`src/pmw_pkg.sv`:
```
/*
  pmw_pkg: constants and helper functions for the message-window target
  image (register offsets, field positions, reset values, decode helpers).
  assumes: every design file of the block refers to it as pmw_pkg::name.
*/
package pmw_pkg;
  // register byte offsets on the wishbone slave
  localparam logic [11:0] CTL_OFFSET = 12'h500;
  localparam logic [11:0] XLATE_OFFSET = 12'h504;
  localparam logic [11:0] BASE_OFFSET = 12'h510;
  // control register field positions
  localparam int WIN_EN_BIT = 31;
  localparam int XLATE_EN_BIT = 30;
  localparam int BAR_EN_BIT = 29;
  localparam int BS_LSB = 24;
  localparam int RTT_LSB = 16;
  localparam int GBL_BIT = 15;
  localparam int CI_BIT = 14;
  localparam int WTT_LSB = 8;
  localparam int KEEP_BIT = 7;
  localparam int END_LSB = 5;
  localparam int MRA_BIT = 4;
  localparam int AMT_LSB = 0;
  // upper half of the translation and base registers holds the field
  localparam int UPPER_LSB = 16;
  // reset values of the control fields
  localparam logic [4:0] RTT_RESET = 5'h0A;
  localparam logic [4:0] WTT_RESET = 5'h02;
  localparam logic [1:0] END_RESET = 2'h2;
  localparam logic [3:0] BS_RESET = 4'h0;
  localparam logic [2:0] AMT_RESET = 3'h0;
  // shell part of the window is the lowest 4 KB: offset bits 31:12 zero
  localparam int SHELL_LSB = 12;
  // shell reads, and plain reads unless aliased, prefetch a fixed 8 bytes
  localparam logic [7:0] BASE_PREFETCH = 8'h08;
  // largest legal prefetch code (128 bytes)
  localparam logic [2:0] AMT_MAX = 3'h4;

  // compared/translated upper address lines AD31..AD(16+bs)
  function automatic logic [15:0] upper_mask(input logic [3:0] bs);
    upper_mask = 16'hFFFF << bs;
  endfunction

  // prefetch bytes for a code; reserved codes fall back to 8 bytes
  function automatic logic [7:0] prefetch_bytes(input logic [2:0] code);
    prefetch_bytes = (code > AMT_MAX) ? BASE_PREFETCH : (BASE_PREFETCH << code);
  endfunction
endpackage

```
`src/pmw_cfg_if.sv`:
```
/*
  pmw_cfg_if: carries window configuration and the request under decode
  from the control module to the decode and attribute modules.
  assumes: one driver per signal, the control module owns configuration.
*/
`timescale 1ns/1ps
interface pmw_cfg_if;
  // configuration from the control registers
  logic windowEnable;
  logic translateEnable;
  logic [3:0] blockSizeCode;
  logic [15:0] baseAddr;
  logic [15:0] translationField;
  logic [4:0] readTxnType;
  logic [4:0] writeTxnType;
  logic readKeepEnable;
  logic [1:0] endianMode;
  logic readAliasMultiple;
  logic [2:0] prefetchAmount;
  // request under decode
  logic [31:0] reqAddr;
  logic reqWrite;
  logic reqReadMultiple;
  // decode results
  logic hit;
  logic shell;
  logic [31:0] xlatedAddr;
  logic [4:0] txnType;
  logic [7:0] prefetchBytes;
  logic readKeep;
  logic [1:0] endianOut;

  modport ctl (output windowEnable, translateEnable, blockSizeCode, baseAddr,
    translationField, readTxnType, writeTxnType, readKeepEnable, endianMode,
    readAliasMultiple, prefetchAmount, reqAddr, reqWrite, reqReadMultiple,
    input hit, shell, xlatedAddr, txnType, prefetchBytes, readKeep, endianOut);
  modport xlate (input windowEnable, translateEnable, blockSizeCode, baseAddr,
    translationField, reqAddr, output hit, shell, xlatedAddr);
  modport attr (input readTxnType, writeTxnType, readKeepEnable, endianMode,
    readAliasMultiple, prefetchAmount, reqWrite, reqReadMultiple, shell,
    output txnType, prefetchBytes, readKeep, endianOut);
endinterface

```
`src/pmw_addr_xlate.sv`:
```
/*
  pmw_addr_xlate: window hit compare, shell detect and address translation.
  assumes: configuration and request address arrive on the xlate modport.
*/
`timescale 1ns/1ps
module pmw_addr_xlate
(
  // configuration and request
  pmw_cfg_if.xlate cfg
);
  // upper lines compared and translated for this block size
  wire [15:0] upperMask = pmw_pkg::upper_mask(cfg.blockSizeCode);
  wire [31:0] fullMask = {upperMask, 16'h0000};
  // offset of the access inside the window
  wire [31:0] winOffset = cfg.reqAddr & ~fullMask;
  // upper-line compare against the programmed base
  wire baseMatch = ((cfg.reqAddr[31:16] ^ cfg.baseAddr) & upperMask) == 16'h0000;
  // translated address: upper lines replaced by the translation field
  wire [31:0] substAddr = winOffset | ({cfg.translationField, 16'h0000} & fullMask);

  // claim only an enabled window with a matching base
  assign cfg.hit = cfg.windowEnable & baseMatch;
  // lowest 4 KB reaches the shell, the rest the message frames
  assign cfg.shell = winOffset[31:pmw_pkg::SHELL_LSB] == 20'h00000;
  // shell accesses never translate
  assign cfg.xlatedAddr = (cfg.translateEnable & ~cfg.shell) ? substAddr
    : cfg.reqAddr;
endmodule

```
`src/pmw_attr_gen.sv`:
```
/*
  pmw_attr_gen: processor bus transaction type, prefetch size, read keep and
  byte order for the request under decode.
  assumes: shell flag comes from the address decode on the same interface.
*/
`timescale 1ns/1ps
module pmw_attr_gen
(
  // configuration and request
  pmw_cfg_if.attr cfg
);
  // plain reads prefetch the programmed amount only when aliased
  wire useAmount = ~cfg.shell & (cfg.reqReadMultiple | cfg.readAliasMultiple);
  // read or write transaction type
  assign cfg.txnType = cfg.reqWrite ? cfg.writeTxnType : cfg.readTxnType;
  // writes fetch nothing; shell reads fixed at 8 bytes
  assign cfg.prefetchBytes = cfg.reqWrite ? 8'h00
    : (useAmount ? pmw_pkg::prefetch_bytes(cfg.prefetchAmount)
    : pmw_pkg::BASE_PREFETCH);
  // read keep off for shell accesses
  assign cfg.readKeep = cfg.readKeepEnable & ~cfg.shell & ~cfg.reqWrite;
  // shell accesses use the reset byte order, no conversion selection
  assign cfg.endianOut = cfg.shell ? pmw_pkg::END_RESET : cfg.endianMode;
endmodule

```
`src/pmw_target_image.sv`:
```
/*
  pmw_target_image: control of the message-window target image: control,
  translation and window base registers on a classic wishbone slave, and
  forwarding of claimed accesses to the processor bus.
  assumes: PCI request side and processor bus run on sys_clk; rst_b is the
  primary reset; config memory loads arrive as same-clock pulses.
// Operation
// - low 4 KB reaches the shell interface
// - above 4 KB reaches message frames
// - claimed accesses go only to processor bus
// - shell ignores translation, keep and byte order
// - shell reads prefetch exactly 8 bytes
// - enable sets on first base write
// - enable clears on zero writes; gates access
// - translation field replaces upper address lines
// - base register visible only when enabled
// - hidden base register ignores writes
// - window size is 64 KB shifted
// - read type drives lines, resets 01010
// - write type drives lines, resets 00010
// - global and inhibit bits drive attributes
// - code zero compares AD31 to AD16
// - prefetch code selects 8 to 128
// - byte order field resets to big
*/
// Local design decision: the Wishbone register port.
`timescale 1ns/1ps
module pmw_target_image
(
  // clock and primary reset
  input wire logic sys_clk,
  input wire logic rst_b,
  // wishbone register slave
  input wire logic wbCycI,
  input wire logic wbStbI,
  input wire logic wbWeI,
  input wire logic [11:0] wbAdrI,
  input wire logic [3:0] wbSelI,
  input wire logic [31:0] wbDatI,
  output logic [31:0] wbDatO,
  output logic wbAckO,
  // configuration memory load of straps
  input wire logic cfgLoad,
  input wire logic cfgBarEnable,
  input wire logic [3:0] cfgBlockSize,
  // PCI memory request from the target state machine
  input wire logic pciReqValid,
  input wire logic [31:0] pciAddr,
  input wire logic pciWrite,
  input wire logic pciReadMultiple,
  output logic pciClaim,
  output logic pciAccept,
  // processor bus request
  output logic pbusValid,
  input wire logic pbusReady,
  output logic [31:0] pbusAddr,
  output logic pbusWrite,
  output logic pbusShell,
  output logic [4:0] pbusTxnTypeLines,
  output logic pbusGlobalN,
  output logic pbusCacheInhibitN,
  output logic [7:0] pbusPrefetchBytes,
  output logic pbusReadKeep,
  output logic [1:0] pbusEndianMode
);
  // shared configuration and decode carrier
  pmw_cfg_if cfg ();

  // control register fields
  logic windowEnable_reg, windowEnable_next;
  logic translateEnable_reg, translateEnable_next;
  logic barEnable_reg, barEnable_next;
  logic [3:0] blockSize_reg, blockSize_next;
  logic [4:0] readTxn_reg, readTxn_next;
  logic [4:0] writeTxn_reg, writeTxn_next;
  logic globalSel_reg, globalSel_next;
  logic cacheInhSel_reg, cacheInhSel_next;
  logic readKeepEn_reg, readKeepEn_next;
  logic [1:0] endian_reg, endian_next;
  logic readAlias_reg, readAlias_next;
  logic [2:0] prefetchAmt_reg, prefetchAmt_next;
  // translation field and window base field
  logic [15:0] translation_reg, translation_next;
  logic [15:0] base_reg, base_next;
  // base field written at least once since reset
  logic baseWritten_reg, baseWritten_next;
  // wishbone answer
  logic wbAck_reg;
  logic [31:0] wbDat_reg, wbDat_next;
  // processor bus request holding registers
  logic pbValid_reg;
  logic [31:0] pbAddr_reg;
  logic pbWrite_reg, pbShell_reg, pbKeep_reg, pbGblN_reg, pbCiN_reg;
  logic [4:0] pbTxn_reg;
  logic [7:0] pbPref_reg;
  logic [1:0] pbEnd_reg;

  // byte-lane mask from the select lines
  wire [31:0] laneMask = {{8{wbSelI[3]}}, {8{wbSelI[2]}}, {8{wbSelI[1]}},
    {8{wbSelI[0]}}};
  // new wishbone request, taken once per cycle of the bus
  wire wbReq = wbCycI & wbStbI & ~wbAck_reg;
  wire wbWrite = wbReq & wbWeI;
  // address decode
  wire selCtl = wbAdrI == pmw_pkg::CTL_OFFSET;
  wire selXlate = wbAdrI == pmw_pkg::XLATE_OFFSET;
  wire selBase = wbAdrI == pmw_pkg::BASE_OFFSET;

  // control register image as read back
  wire [31:0] ctlImage = ({31'h0, windowEnable_reg} << pmw_pkg::WIN_EN_BIT)
    | ({31'h0, translateEnable_reg} << pmw_pkg::XLATE_EN_BIT)
    | ({31'h0, barEnable_reg} << pmw_pkg::BAR_EN_BIT)
    | ({28'h0, blockSize_reg} << pmw_pkg::BS_LSB)
    | ({27'h0, readTxn_reg} << pmw_pkg::RTT_LSB)
    | ({31'h0, globalSel_reg} << pmw_pkg::GBL_BIT)
    | ({31'h0, cacheInhSel_reg} << pmw_pkg::CI_BIT)
    | ({27'h0, writeTxn_reg} << pmw_pkg::WTT_LSB)
    | ({31'h0, readKeepEn_reg} << pmw_pkg::KEEP_BIT)
    | ({30'h0, endian_reg} << pmw_pkg::END_LSB)
    | ({31'h0, readAlias_reg} << pmw_pkg::MRA_BIT)
    | ({29'h0, prefetchAmt_reg} << pmw_pkg::AMT_LSB);
  // implemented bits below the block size read as zero
  wire [15:0] baseVisible = base_reg & pmw_pkg::upper_mask(blockSize_reg);
  // hidden base register reads zero
  wire [31:0] baseImage = barEnable_reg ? {baseVisible, 16'h0000}
    : 32'h0000_0000;
  wire [31:0] xlateImage = {translation_reg, 16'h0000};

  // merged write data for each register
  wire [31:0] ctlMerged = (ctlImage & ~laneMask) | (wbDatI & laneMask);
  wire [31:0] xlateMerged = (xlateImage & ~laneMask) | (wbDatI & laneMask);
  wire [31:0] baseMerged = ({base_reg, 16'h0000} & ~laneMask) | (wbDatI & laneMask);
  // base field write: needs the register visible and an upper lane
  wire baseFieldWr = wbWrite & selBase & barEnable_reg
    & (wbSelI[3] | wbSelI[2]);
  wire [15:0] baseNewVal = baseMerged[31:16] & pmw_pkg::upper_mask(blockSize_reg);
  wire baseZeroWr = baseFieldWr & (baseNewVal == 16'h0000);
  wire baseFirstWr = baseFieldWr & ~baseWritten_reg;
  wire ctlWr = wbWrite & selCtl;

  // read multiplexer; unmapped addresses read zero
  assign wbDat_next = ~wbReq ? wbDat_reg
    : selCtl ? ctlImage
    : selXlate ? xlateImage
    : selBase ? baseImage
    : 32'h0000_0000;

  // window enable: register write, first base write, zero base write
  always_comb
  begin
    windowEnable_next = windowEnable_reg;
    // direct write to the enable bit sets or clears it
    if (ctlWr & wbSelI[3])
    begin
      windowEnable_next = ctlMerged[pmw_pkg::WIN_EN_BIT];
    end
    // zero base clears, first nonzero base sets
    if (baseZeroWr)
    begin
      windowEnable_next = 1'b0;
    end
    else if (baseFirstWr)
    begin
      windowEnable_next = 1'b1;
    end
  end

  // remaining control fields from control register writes; config loads win for bar enable and block size
  assign translateEnable_next = (ctlWr & wbSelI[3])
    ? ctlMerged[pmw_pkg::XLATE_EN_BIT] : translateEnable_reg;
  assign barEnable_next = cfgLoad ? cfgBarEnable
    : (ctlWr & wbSelI[3]) ? ctlMerged[pmw_pkg::BAR_EN_BIT]
    : barEnable_reg;
  assign blockSize_next = cfgLoad ? cfgBlockSize
    : (ctlWr & wbSelI[3]) ? ctlMerged[pmw_pkg::BS_LSB +: 4]
    : blockSize_reg;
  assign readTxn_next = (ctlWr & wbSelI[2])
    ? ctlMerged[pmw_pkg::RTT_LSB +: 5] : readTxn_reg;
  assign globalSel_next = (ctlWr & wbSelI[1])
    ? ctlMerged[pmw_pkg::GBL_BIT] : globalSel_reg;
  assign cacheInhSel_next = (ctlWr & wbSelI[1])
    ? ctlMerged[pmw_pkg::CI_BIT] : cacheInhSel_reg;
  assign writeTxn_next = (ctlWr & wbSelI[1])
    ? ctlMerged[pmw_pkg::WTT_LSB +: 5] : writeTxn_reg;
  assign readKeepEn_next = (ctlWr & wbSelI[0])
    ? ctlMerged[pmw_pkg::KEEP_BIT] : readKeepEn_reg;
  assign endian_next = (ctlWr & wbSelI[0])
    ? ctlMerged[pmw_pkg::END_LSB +: 2] : endian_reg;
  assign readAlias_next = (ctlWr & wbSelI[0])
    ? ctlMerged[pmw_pkg::MRA_BIT] : readAlias_reg;
  assign prefetchAmt_next = (ctlWr & wbSelI[0])
    ? ctlMerged[pmw_pkg::AMT_LSB +: 3] : prefetchAmt_reg;
  // translation and base fields
  assign translation_next = (wbWrite & selXlate)
    ? xlateMerged[31:16] : translation_reg;
  assign base_next = baseFieldWr ? baseNewVal : base_reg;
  assign baseWritten_next = baseWritten_reg | baseFieldWr;

  // control fields: primary reset restores documented values
  always_ff @(posedge sys_clk or negedge rst_b)
  begin
    if (!rst_b)
    begin
      windowEnable_reg <= 1'b0;
      translateEnable_reg <= 1'b0;
      barEnable_reg <= 1'b0;
      blockSize_reg <= pmw_pkg::BS_RESET;
      readTxn_reg <= pmw_pkg::RTT_RESET;
      writeTxn_reg <= pmw_pkg::WTT_RESET;
      globalSel_reg <= 1'b0;
      cacheInhSel_reg <= 1'b0;
      readKeepEn_reg <= 1'b0;
      endian_reg <= pmw_pkg::END_RESET;
      readAlias_reg <= 1'b0;
      prefetchAmt_reg <= pmw_pkg::AMT_RESET;
    end
    else
    begin
      windowEnable_reg <= windowEnable_next;
      translateEnable_reg <= translateEnable_next;
      barEnable_reg <= barEnable_next;
      blockSize_reg <= blockSize_next;
      readTxn_reg <= readTxn_next;
      writeTxn_reg <= writeTxn_next;
      globalSel_reg <= globalSel_next;
      cacheInhSel_reg <= cacheInhSel_next;
      readKeepEn_reg <= readKeepEn_next;
      endian_reg <= endian_next;
      readAlias_reg <= readAlias_next;
      prefetchAmt_reg <= prefetchAmt_next;
    end
  end

  // translation, base and first-write flag
  always_ff @(posedge sys_clk or negedge rst_b)
  begin
    if (!rst_b)
    begin
      translation_reg <= 16'h0000;
      base_reg <= 16'h0000;
      baseWritten_reg <= 1'b0;
    end
    else
    begin
      translation_reg <= translation_next;
      base_reg <= base_next;
      baseWritten_reg <= baseWritten_next;
    end
  end

  // wishbone answer: ack one cycle after the request, for one cycle
  always_ff @(posedge sys_clk or negedge rst_b)
  begin
    if (!rst_b)
    begin
      wbAck_reg <= 1'b0;
      wbDat_reg <= 32'h0000_0000;
    end
    else
    begin
      wbAck_reg <= wbReq;
      wbDat_reg <= wbDat_next;
    end
  end
  assign wbAckO = wbAck_reg;
  assign wbDatO = wbDat_reg;

  // configuration onto the carrier
  assign cfg.windowEnable = windowEnable_reg;
  assign cfg.translateEnable = translateEnable_reg;
  assign cfg.blockSizeCode = blockSize_reg;
  assign cfg.baseAddr = baseVisible;
  assign cfg.translationField = translation_reg;
  assign cfg.readTxnType = readTxn_reg;
  assign cfg.writeTxnType = writeTxn_reg;
  assign cfg.readKeepEnable = readKeepEn_reg;
  assign cfg.endianMode = endian_reg;
  assign cfg.readAliasMultiple = readAlias_reg;
  assign cfg.prefetchAmount = prefetchAmt_reg;
  assign cfg.reqAddr = pciAddr;
  assign cfg.reqWrite = pciWrite;
  assign cfg.reqReadMultiple = pciReadMultiple;

  // window compare and translation
  pmw_addr_xlate addrXlate (
    .cfg(cfg)
  );
  // transaction attributes
  pmw_attr_gen attrGen (
    .cfg(cfg)
  );

  // claim and accept: one request held toward the processor bus
  assign pciClaim = pciReqValid & cfg.hit;
  assign pciAccept = pciClaim & (~pbValid_reg | pbusReady);
  wire pbDone = pbValid_reg & pbusReady;

  // processor bus request registers; every accepted claim goes there
  always_ff @(posedge sys_clk or negedge rst_b)
  begin
    if (!rst_b)
    begin
      pbValid_reg <= 1'b0;
      pbAddr_reg <= 32'h0000_0000;
      pbWrite_reg <= 1'b0;
      pbShell_reg <= 1'b0;
      pbTxn_reg <= 5'h00;
      pbGblN_reg <= 1'b1;
      pbCiN_reg <= 1'b1;
      pbPref_reg <= 8'h00;
      pbKeep_reg <= 1'b0;
      pbEnd_reg <= pmw_pkg::END_RESET;
    end
    else if (pciAccept)
    begin
      pbValid_reg <= 1'b1;
      pbAddr_reg <= cfg.xlatedAddr;
      pbWrite_reg <= pciWrite;
      pbShell_reg <= cfg.shell;
      pbTxn_reg <= cfg.txnType;
      pbGblN_reg <= globalSel_reg;
      pbCiN_reg <= cacheInhSel_reg;
      pbPref_reg <= cfg.prefetchBytes;
      pbKeep_reg <= cfg.readKeep;
      pbEnd_reg <= cfg.endianOut;
    end
    else if (pbDone)
    begin
      pbValid_reg <= 1'b0;
    end
  end

  // processor bus outputs
  assign pbusValid = pbValid_reg;
  assign pbusAddr = pbAddr_reg;
  assign pbusWrite = pbWrite_reg;
  assign pbusShell = pbShell_reg;
  assign pbusTxnTypeLines = pbTxn_reg;
  assign pbusGlobalN = pbGblN_reg;
  assign pbusCacheInhibitN = pbCiN_reg;
  assign pbusPrefetchBytes = pbPref_reg;
  assign pbusReadKeep = pbKeep_reg;
  assign pbusEndianMode = pbEnd_reg;
endmodule

```
`config.mk`:
```
export PLATFORM = sky130hd
export DESIGN_NAME = pmw_target_image
export DESIGN_NICKNAME = d
export VERILOG_FILES = /design/src/pmw_pkg.sv /design/src/pmw_cfg_if.sv /design/src/pmw_addr_xlate.sv /design/src/pmw_attr_gen.sv /design/src/pmw_target_image.sv
export SDC_FILE = /design/constraint.sdc
export NUM_CORES = 1
export LEC_CHECK = 0
export BUFFER_PORTS_ARGS = -buffer_cell sky130_fd_sc_hd__buf_4
export CELL_PAD_IN_SITES_DETAIL_PLACEMENT = 0
export CELL_PAD_IN_SITES_GLOBAL_PLACEMENT = 1
export CORE_UTILIZATION = 43
export DETAILED_ROUTE_END_ITERATION = 8
export PLACE_DENSITY_LB_ADDON = 0.05
export SYNTH_ARGS = -nofsm -noshare
export SYNTH_HDL_FRONTEND = slang
export SYNTH_SLANG_ARGS = --single-unit
```
`constraint.sdc`:
```
create_clock -name sys_clk -period 3.3 [get_ports sys_clk]
set_input_delay 0.33 -clock sys_clk [delete_from_list [all_inputs] [get_ports sys_clk]]
set_output_delay 0.33 -clock sys_clk [all_outputs]
set_load 0.005 [all_outputs]
```
==> impl_metrics.toml, run 1 <==
[sta]
slew_headroom_pct = 32.9
period_share_pct = 92.9
period_minus_slack_ps = 3070
timing.fmax_mhz = 326
rsz0062_at_grt = "false"
fin_skew_ps = 6.80
finalSetupViolations = 0
final_max_slew_viol_count = 0
hold_viol = 0
fin_tns_setup_ps = 0
worst_slew_pin_slew_ps = 1000

[placed_design]
gp_congestion = 0.937
dpl.cell_count = 1061
dp_hpwl_mm = 15.9
io_buffers = 175

[critical_path]
regToRegEndpoint = "pbusPrefetchBytes[7]$_DFFE_PN0P_"
cp_max_fo = 23
regToRegSetupSlack_ps = 550
worstRegToRegCells = 7
worstPathArrival_ps = 2740
required_ps = 2970
max_stage_delay_ps = 790
worstSetupEndpoint = "pciAccept"
critical_path.top_delay_family = "flip-flops"
critPathLaunchType = "register"
crit_path_end_kind = "output port"
cpMaxStageDelayCell = "dfrtp_1"
crit_type = "register to output port"
critical_path_buf_inv_count = 2
crit_cells = 6
crit_chain = "a21oi_1 -> nand2b_1 -> a221oi_2 -> nand4_4 -> clkinv_2 -> buf_4"

[synthesis]
synth-async-reset-ratio_pct = 100
syn_area_per_cell_um2 = 9.97
ys.flop_type = "dfrtp_1"
yosysUniqueCellTypes = 64
synthCells = 696
ys_ff_latch = 140
synth_edf_count = 0
netlist_area_um2 = 6940
ys_seq_area_share_pct = 50.6
yosysWarnings = 0

[floorplanning]
core_um2 = 15800
fp.dieW_um = 129
num_rows = 46
initial_core_util_pct = 43.9
die_area_um2 = 16700
io_pins = 183
die_h_um = 129

[final_layout]
fin_cells = 1094
num-nets-final = 962
fill_cells = 1463
area_delta_synth_final_pct = 31.0
drive_above_1_share_pct = 33.9
num_antenna_cells = 0

[global_route]
grt_use_total_pct = 27.2
grt_pass1_wl_mm = 33.7
grt_max_degree = 87
grt.overflow.total = 0
antenna_found_initial = 0
grt_pass1_vias = 5960

[run_status]
status = "completed"

[cts]
tritoncts = "done"
cts.sinks = 140
clkLatencyLatePin_ps = 430
numCtsBuffers = 17
clk_pin_slew_ps = 60
root_buffer = "clkbuf_16"
clockBufferDepth = 2
htree_levels = 4
post-cts-setup-buffers = 0

[routing]
drc = 0
dr.pass1.iters = 5
wl_met1_mm = 9.51
wl_met2_mm = 10.4
wl_met3_mm = 1.26
wl_per_cell_um = 20.1
avgViaCountPerCell = 5.63
route.vias.total = 6160
drtIter0Drc = 504
routed.top_layer = "met4"
ant_nets = 0
routed_wl_mm = 21.9

[job]
cap_violations = 0

[power_and_ir_drop]
power_density_nw_per_um2 = 447
ir_drop_mv = 0.364
p_leak_nw = 4.49

[min_path]
hp-class = "input pin to register"
hold_depth = 3
## cell type report
cell class / count / area, um^2 / share of cell area [%]
clock inverter: 14 / 148 / 1.62
inverter: 10 / 38.8 / 0.426
tap: 216 / 270 / 2.97
clock buffer: 18 / 429 / 4.72
sequential: 140 / 3520 / 38.7
multi-input combinational: 496 / 3150 / 34.6
timing repair buffer: 200 / 1550 / 17.0
## where the power goes
part / internal (mW) / total, mW / switching, mW
registers: 1.74 / 1.79 / 0.0475
clock network: 1.11 / 1.88 / 0.769
logic: 0.179 / 0.392 / 0.213
## synth_stat cells, drive strengths merged, types with 7 or more instances
cell | instances | area share [%]
a21oi | 10 | 0.72
o31ai | 10 | 1.1
nand3 | 24 | 1.9
dfstp | 7 | 2.6
clkbuf | 21 | 1.1
xor2 | 8 | 1.0
mux2i | 19 | 2.7
buf | 33 | 2.6
nor2 | 35 | 1.9
mux2 | 42 | 6.8
nand4 | 18 | 2.1
xnor2 | 8 | 1.0
dfrtp | 133 | 48
a32oi | 14 | 1.8
o21ai | 43 | 3.1
a31oi | 29 | 2.6
and3 | 8 | 0.72
inv | 9 | 0.49
a32o | 9 | 1.3
nand2 | 142 | 7.7
## placed cells by master (no fill, tap or decap), drive strengths merged, types with 14 or more instances in the layout
master / synthesis / layout
nand4: 18 / 18
mux2: 42 / 42
nand2: 142 / 142
a31oi: 29 / 29
nor2: 35 / 35
o21ai: 43 / 43
dfrtp: 133 / 133
clkbuf: 21 / 18
a32oi: 14 / 14
buf: 33 / 199
mux2i: 19 / 19
nand3: 24 / 24
## metrics by stage
step                      util, %  worst slack (ps)  power (mW)  area (um^2)  hold WS, ps
after detailed placement     53.7               365        2.21         8510          439
after global routing         57.5               123        4.22         9100         90.4
final                        57.5               233        4.07         9100         87.5
after global placement       53.7               403        2.20         8510          431
after floorplan                 -              1210        1.97         6960         34.4
after CTS                    57.4              44.2        4.10         9090         80.2
## worst min-delay path by stage
stage	start	endpoint	slack [ps]
floorplan	rst_b	async pin	30
global placement	rst_b	pbusAddr[0]$_DFFE_PN0P_	430
detailed placement	rst_b	pbusAddr[0]$_DFFE_PN0P_	440
CTS	pciAddr[6]	pbusAddr[6]$_DFFE_PN0P_	80
global route	pciAddr[1]	pbusAddr[1]$_DFFE_PN0P_	90
finish	pciAddr[6]	pbusAddr[6]$_DFFE_PN0P_	90
## kinds of logic (layout without fill, tap and decap cells)
family | Yosys count | after routing | share of synthesized area, %
compound gates | 153 | 153 | 15.2
fa+ha+maj | 2 | 2 | 0.360
simple gates | 259 | 259 | 17.9
xor+xnor | 16 | 16 | 2.02
mux | 61 | 61 | 9.55
flops | 140 | 140 | 50.6
buf+inv | 64 | 242 | 4.33
other cells | 1 | 5 | 0.0540
## tightest hold or removal path, stage by stage
cell and delay, ps:
buf_4 70, nand2_1 40, nand2_1 40
## repair_timing
action,in CTS,in global routing
hold endpoints to repair,5,0
endpoints found under the setup margin,0,1
hold buffers,1,0
resized for setup,0,3
## metal layers
| layer | vias to the layer above | global-route usage, % |
|---|---|---|
| li1 | 2849 | - |
| met1 | 3003 | 36.5 |
| met2 | 264 | 43.6 |
| met3 | 44 | 4.87 |
| met4 | 0 | 11.5 |
| met5 | - | 0 |
Note: power is estimated with default switching activity, not from simulation.
==> inputs of run 2 (changes only) <==
==> constraint.sdc (replaced) <==
create_clock -name sys_clk -period 3.3 [get_ports sys_clk]
set_input_delay 0 -clock sys_clk [delete_from_list [all_inputs] [get_ports sys_clk]]
set_output_delay 0 -clock sys_clk [all_outputs]
set_load 0.005 [all_outputs]
==> impl_metrics.toml, run 2 (synthesized netlist as in run 1, its figures left out) <==
[critical_path]
critPathLaunchType = "register"
critical_path_buf_inv_count = 4
required_ps = 3660
regToRegSetupSlack_ps = 300
cp_max_fo = 25
max_stage_delay_ps = 580
critPathLaunch = "wbAckO$_DFF_PN0_"
cpMostUsedCell = "dlygate4sd3_1"
critical_path.top_delay_family = "buffers and inverters"
worstPathArrival_ps = 3360
crit_path_end_kind = "register"
crit_type = "register to register"
crit_chain = "nand3b_1 -> buf_4 -> inv_1 -> nand3_1 -> nor4_4 -> nand2_1 -> dlygate4sd3_1 -> o21ai_0 -> dlygate4sd3_1"
cpMaxStageDelayCell = "dlygate4sd3_1"
rr_startpoint = "wbAckO$_DFF_PN0_"

[cts]
post-cts-setup-buffers = 0
clk_pin_slew_ps = 60
numCtsBuffers = 17
cts.sinks = 140
holdBufCountCts = 83
root_buffer = "clkbuf_16"
post_cts_resized = 0
clkLatencyLatePin_ps = 420
htree_levels = 4
clockBufferDepth = 2
tritoncts = "done"

[min_path]
hp-class = "input pin to register"
worstHoldStart = "wbCycI"

[power_and_ir_drop]
ir_drop_mv = 0.384
power_density_nw_per_um2 = 422
power_mw = 4.19
p_leak_nw = 4.84

[global_route]
antenna_found_initial = 0
grt_pass1_wl_mm = 35.1
grt_max_degree = 79
grt_use_total_pct = 28.4
grt.overflow.total = 0
grt_pass1_vias = 6482

[sta]
slew_headroom_pct = 28.7
timing.fmax_mhz = 333
final_max_slew_viol_count = 0
hold_viol = 0
fin_skew_ps = 9.34
fin_tns_setup_ps = 0
period_minus_slack_ps = 3000
finalSetupViolations = 0
whs_ps = 123
rsz0062_at_grt = "false"
worst_slew_pin_slew_ps = 1070
period_share_pct = 90.9

[final_layout]
final_core_util_pct = 62.9
num-nets-final = 1045
final_common_cell = "buf_4"
drive_above_1_share_pct = 30.7
layout_common_cells = "195 x buf_4, 142 x nand2_1, 133 x dfrtp_1"
area_delta_synth_final_pct = 43.3
num_antenna_cells = 0

[routing]
drtIter0Drc = 369
wl_per_cell_um = 19.4
dr.pass1.iters = 5
drc = 0
routed_wl_mm = 22.9
avgViaCountPerCell = 5.55
route.vias.total = 6530
ant_nets = 0

[floorplanning]
fp.dieW_um = 129
core_um2 = 15800
io_pins = 183
die_area_um2 = 16700
die_h_um = 129
num_rows = 46
initial_core_util_pct = 43.9

[placed_design]
dp_hpwl_mm = 16.0
io_buffers = 175
gp_congestion = 0.927

[job]
cap_violations = 0

[run_status]
status = "completed"
[run 2: changes by cell type in the layout (fill, tap and decap cells not counted), moves of 2 or more]
cell,change
dlygate4sd3_1,+82
dfrtp_2,-3
dfrtp_1,+3
clkinv_4,-4
clkinv_2,-2
inv_6,+2
clkbuf_8,+4
[run 2: power by group]
group / internal [mW] / switching [mW]
logic: 0.247 / 0.231
clock network: 1.19 / 0.738
registers: 1.74 / 0.0450
total: 3.18 / 1.01
[run 2: per-layer routing]
metal  routed length (um)  GRT usage (%)  vias up
met5                    0              0        -
met4                  813           15.2        0
met3                 1250           5.41       39
met2                11000           46.4      272
met1                 9820           35.9     3200
li1                     -              -     3019
[run 2: path summary, 6_finish.rpt]
kind | endpoint | cells after the start
max in group asynchronous | async pin | 3
min in group asynchronous | pbusAddr[7]$_DFFE_PN0P_ | 2
worst max-delay path | register | 9
worst min-delay path | wbDatO[15]$_DFFE_PN0N_ | 5
worst max register to register | register | 9
worst min register to register | pbusEndianMode[1]$_DFFE_PN1P_ | 2
[run 2: worst reg2reg max path: stages, from the launching register on]
cell and delay (ps):
dfrtp_1 370, nand3b_1 150, buf_4 230, inv_1 150, nand3_1 130, nor4_4 570, nand2_1 100, dlygate4sd3_1 580
o21ai_0 80, dlygate4sd3_1 580
[run 2: metrics by stage]
| stage | setup slack (ps) | area [um^2] | std cells |
|---|---|---|---|
| after floorplan | 1290 | 6960 | 700 |
| after global routing | 63.9 | 9950 | 1176 |
| after CTS | 304 | 9950 | 1176 |
| final | 299 | 9950 | 1176 |
| after detailed placement | 515 | 8530 | 1062 |
| after global placement | 490 | 8530 | 1062 |
[run 2: layout make-up]
class / count / area (um^2)
clock buffers: 22 / 484
clock inverters: 9 / 109
fillers: 1367 / 5880
inverters: 10 / 38.8
multi-input cells: 496 / 3150
flip-flops and latches: 140 / 3510
well taps: 216 / 270
repair buffers: 283 / 2390
==> inputs of run 3 (changes only) <==
--- a/config.mk
+++ b/config.mk
@@ -5,11 +5,13 @@
 export SDC_FILE = /design/constraint.sdc
 export NUM_CORES = 1
 export LEC_CHECK = 0
+export ABC_AREA = 1
 export BUFFER_PORTS_ARGS = -buffer_cell sky130_fd_sc_hd__buf_4
 export CELL_PAD_IN_SITES_DETAIL_PLACEMENT = 0
 export CELL_PAD_IN_SITES_GLOBAL_PLACEMENT = 1
-export CORE_UTILIZATION = 43
+export CORE_UTILIZATION = 41
 export DETAILED_ROUTE_END_ITERATION = 8
+export MAX_ROUTING_LAYER = met4
 export PLACE_DENSITY_LB_ADDON = 0.05
 export SYNTH_ARGS = -nofsm -noshare
 export SYNTH_HDL_FRONTEND = slang
==> impl_metrics.toml, run 3 <==
[final_layout]
num_antenna_cells = 0
fill_cells = 1600
final_core_util_pct = 58.9
seq_area_um2 = 3510
num-nets-final = 1295
drive_above_1_share_pct = 21.3
layout_common_cells = "352 x nand2_1, 183 x buf_4, 133 x dfrtp_1"
design_area_um2 = 10100
final_common_cell = "nand2_1"
multi_input_area_um2 = 3060
area_delta_synth_final_pct = 40.9

[critical_path]
worstRegToRegCells = 12
cp_max_fo = 25
worstPathArrival_ps = 2640
crit_type = "register to output port"
cpMaxStageDelayCell = "dfrtp_1"
regToRegSetupSlack_ps = 740
max_stage_delay_ps = 660
regToRegEndpoint = "pbusAddr[31]$_DFFE_PN0P_"
critical_path.top_delay_family = "simple AND/OR/NAND/NOR gates"
critPathLaunchType = "register"
crit_path_end_kind = "output port"
required_ps = 3300
critical_path_buf_inv_count = 3
crit_chain = "inv_2 -> nand2_1 -> nand2_1 -> nand2_1 -> nand3_1 -> nor2_1 -> nand3_2 -> nor2_2 -> buf_4 -> buf_4"
cpMostUsedCell = "nand2_1"

[routing]
route.vias.total = 7046
routed_wl_mm = 22.4
wl_per_cell_um = 15.6
drc = 0
drtIter0Drc = 396
routed.top_layer = "met4"
ant_nets = 0
dr.pass1.iters = 6
wl_met1_mm = 10.6
wl_met3_mm = 1.30
wl_met2_mm = 10.0
avgViaCountPerCell = 4.91

[synthesis]
synth_common_cells = "352 x nand2_1, 133 x dfrtp_1, 108 x inv_1, 65 x o21ai_0, 49 x nor2_1"
yosysMostFrequentCell = "nand2_1"
yosysTopAreaCell = "dfrtp_1"
synth_top_family_by_area = "simple AND/OR/NAND/NOR gates"
synth_area_leaders = "dfrtp_1 46%, nand2_1 18%, inv_1 5.6%, o21ai_0 4.5%, nand3_1 3.3%"
yosysWarnings = 0
synthCells = 952
ys.flop_type = "dfrtp_1"
synth_xor_area_share_pct = 1.10
synthAdderAreaFrac_pct = 0.348
ys_seq_area_share_pct = 48.9
yosys.area_share.simple_pct = 28.3
yosysUniqueCellTypes = 39
netlist_area_um2 = 7180
synth_edf_count = 0
synth-async-reset-ratio_pct = 100
ys_ff_latch = 140
synth_compound_gate_area_share_pct = 10.8
muxShareOfSynthArea_pct = 1.69
synth_top_cell_area_share_pct = 46.3
syn_area_per_cell_um2 = 7.54

[floorplanning]
io_pins = 183
core_um2 = 17200
num_rows = 48
die_h_um = 134
fp.dieW_um = 134
initial_core_util_pct = 41.8
die_area_um2 = 18000

[cts]
clk_pin_slew_ps = 60
numCtsBuffers = 17
tritoncts = "done"
post_cts_resized = 0
cts.sinks = 140
post-cts-setup-buffers = 0
clockBufferDepth = 2
htree_levels = 4
root_buffer = "clkbuf_16"
clkLatencyLatePin_ps = 420

[global_route]
grt_pass1_wl_mm = 35.3
grt_max_degree = 76
grt_use_total_pct = 26.5
grt.overflow.total = 0
grt_pass1_vias = 6700
antenna_found_initial = 0

[placed_design]
gp_congestion = 0.851
io_buffers = 175
dp_hpwl_mm = 16.4
dp_slack_ps = 755
place_area_um2 = 8690

[sta]
timing.fmax_mhz = 379
hold_viol = 0
finalWorstSetupSlack_ps = 659
fin_tns_setup_ps = 0
fin_skew_ps = 11.4
final_max_slew_viol_count = 0
slew_headroom_pct = 51.7
period_share_pct = 80.0
rsz0062_at_grt = "false"
worst_slew_pin_slew_ps = 724
finalSetupViolations = 0
period_minus_slack_ps = 2640

[power_and_ir_drop]
power_density_nw_per_um2 = 422
p_sw_mw = 0.999
ir_drop_mv = 0.346
clockPowerShare_pct = 48.9
swShare_pct = 23.4
p_int_mw = 3.27
power_frac_seq_pct = 40.8
power_frac_comb_pct = 10.3
p_leak_nw = 5.35
power_mw = 4.27

[min_path]
hp-class = "input pin to register"
hold_depth = 4
worstHoldStart = "pciReadMultiple"
hold_path_end = "pbusPrefetchBytes[6]$_DFFE_PN0P_"

[job]
cap_violations = 0

[run_status]
status = "completed"
==> run 3: changes by cell type in the layout (fill, tap and decap cells not counted), sizes merged, moves of 7 or more <==
cell    before  now
mux2        42    9
a31oi       29    0
buf        200  185
nand3       24   50
a21oi       10   30
a32o         9    0
o221ai       0    7
and3         8    0
a32oi       14    0
nor2        35   57
inv         11  117
mux2i       19    2
nand2      142  355
o21ai       43   80
==> run 3: logic make-up (layout without fill, tap and decap cells) <==
family / after synthesis / after routing
compound gates: 139 / 139
xor+xnor: 9 / 9
fa+ha+maj: 2 / 2
buf+inv: 156 / 411
flops: 140 / 140
mux: 11 / 11
other cells: 1 / 5
simple gates: 494 / 494
==> run 3: worst max path at each step <==
stage | startpoint | endpoint | depth (start not counted)
3_5_place_dp | register | pbusAddr[31]$_DFFE_PN0P_ | 12
5_1_grt | register | pbusAddr[22]$_DFFE_PN0P_ | 13
3_3_place_gp | register | pbusAddr[31]$_DFFE_PN0P_ | 12
6_report | register | pciAccept | 10
2_1_floorplan | register | pbusAddr[31]$_DFFE_PN0P_ | 14
4_1_cts | register | pciAccept | 10
==> run 3: power groups by stage <==
stage / Combinational (mW) / Clock (mW) / Sequential (mW)
3_3_place_gp: 0.362 / 0 / 1.77
5_1_grt: 0.484 / 2.18 / 1.74
2_1_floorplan: 0.166 / 0 / 1.77
4_1_cts: 0.440 / 2.11 / 1.74
6_report: 0.439 / 2.09 / 1.74
3_5_place_dp: 0.362 / 0 / 1.77
==> run 3: final cells by class <==
class	instances	share of cell area [%]
clock buffers	22	4.79
clock inverters	10	1.58
inverters	116	4.30
multi-input cells	660	30.2
flip-flops and latches	140	34.7
well taps	225	2.78
repair buffers	263	21.6
==> run 3: timing repair <==
action                     CTS  global route
hold endpoints to repair   149             0
setup endpoints to repair    0             0
hold buffers                78             0
==> run 3: tightest hold or removal path: cells and delay by family <==
family | cells | cell delay, ps
AOI/OAI and AO/OA | 1 | 110
and+or+nand+nor | 2 | 240
buffers and inverters | 1 | 70
==> run 3: stage by stage <==
stage | cells | hold WS, ps
3_5_place_dp | 1326 | 71.5
4_1_cts | 1436 | 37.2
5_1_grt | 1436 | 74.0
2_1_floorplan | 956 | -296
6_report | 1436 | 47.5
3_3_place_gp | 1326 | 76.6
==> run 3: metal layers <==
metal	vias to the layer above	GRT usage (%)
li1	3517	-
met3	37	4.42
met1	3262	36.0
met2	230	39.8
met4	0	9.43
met5	-	-
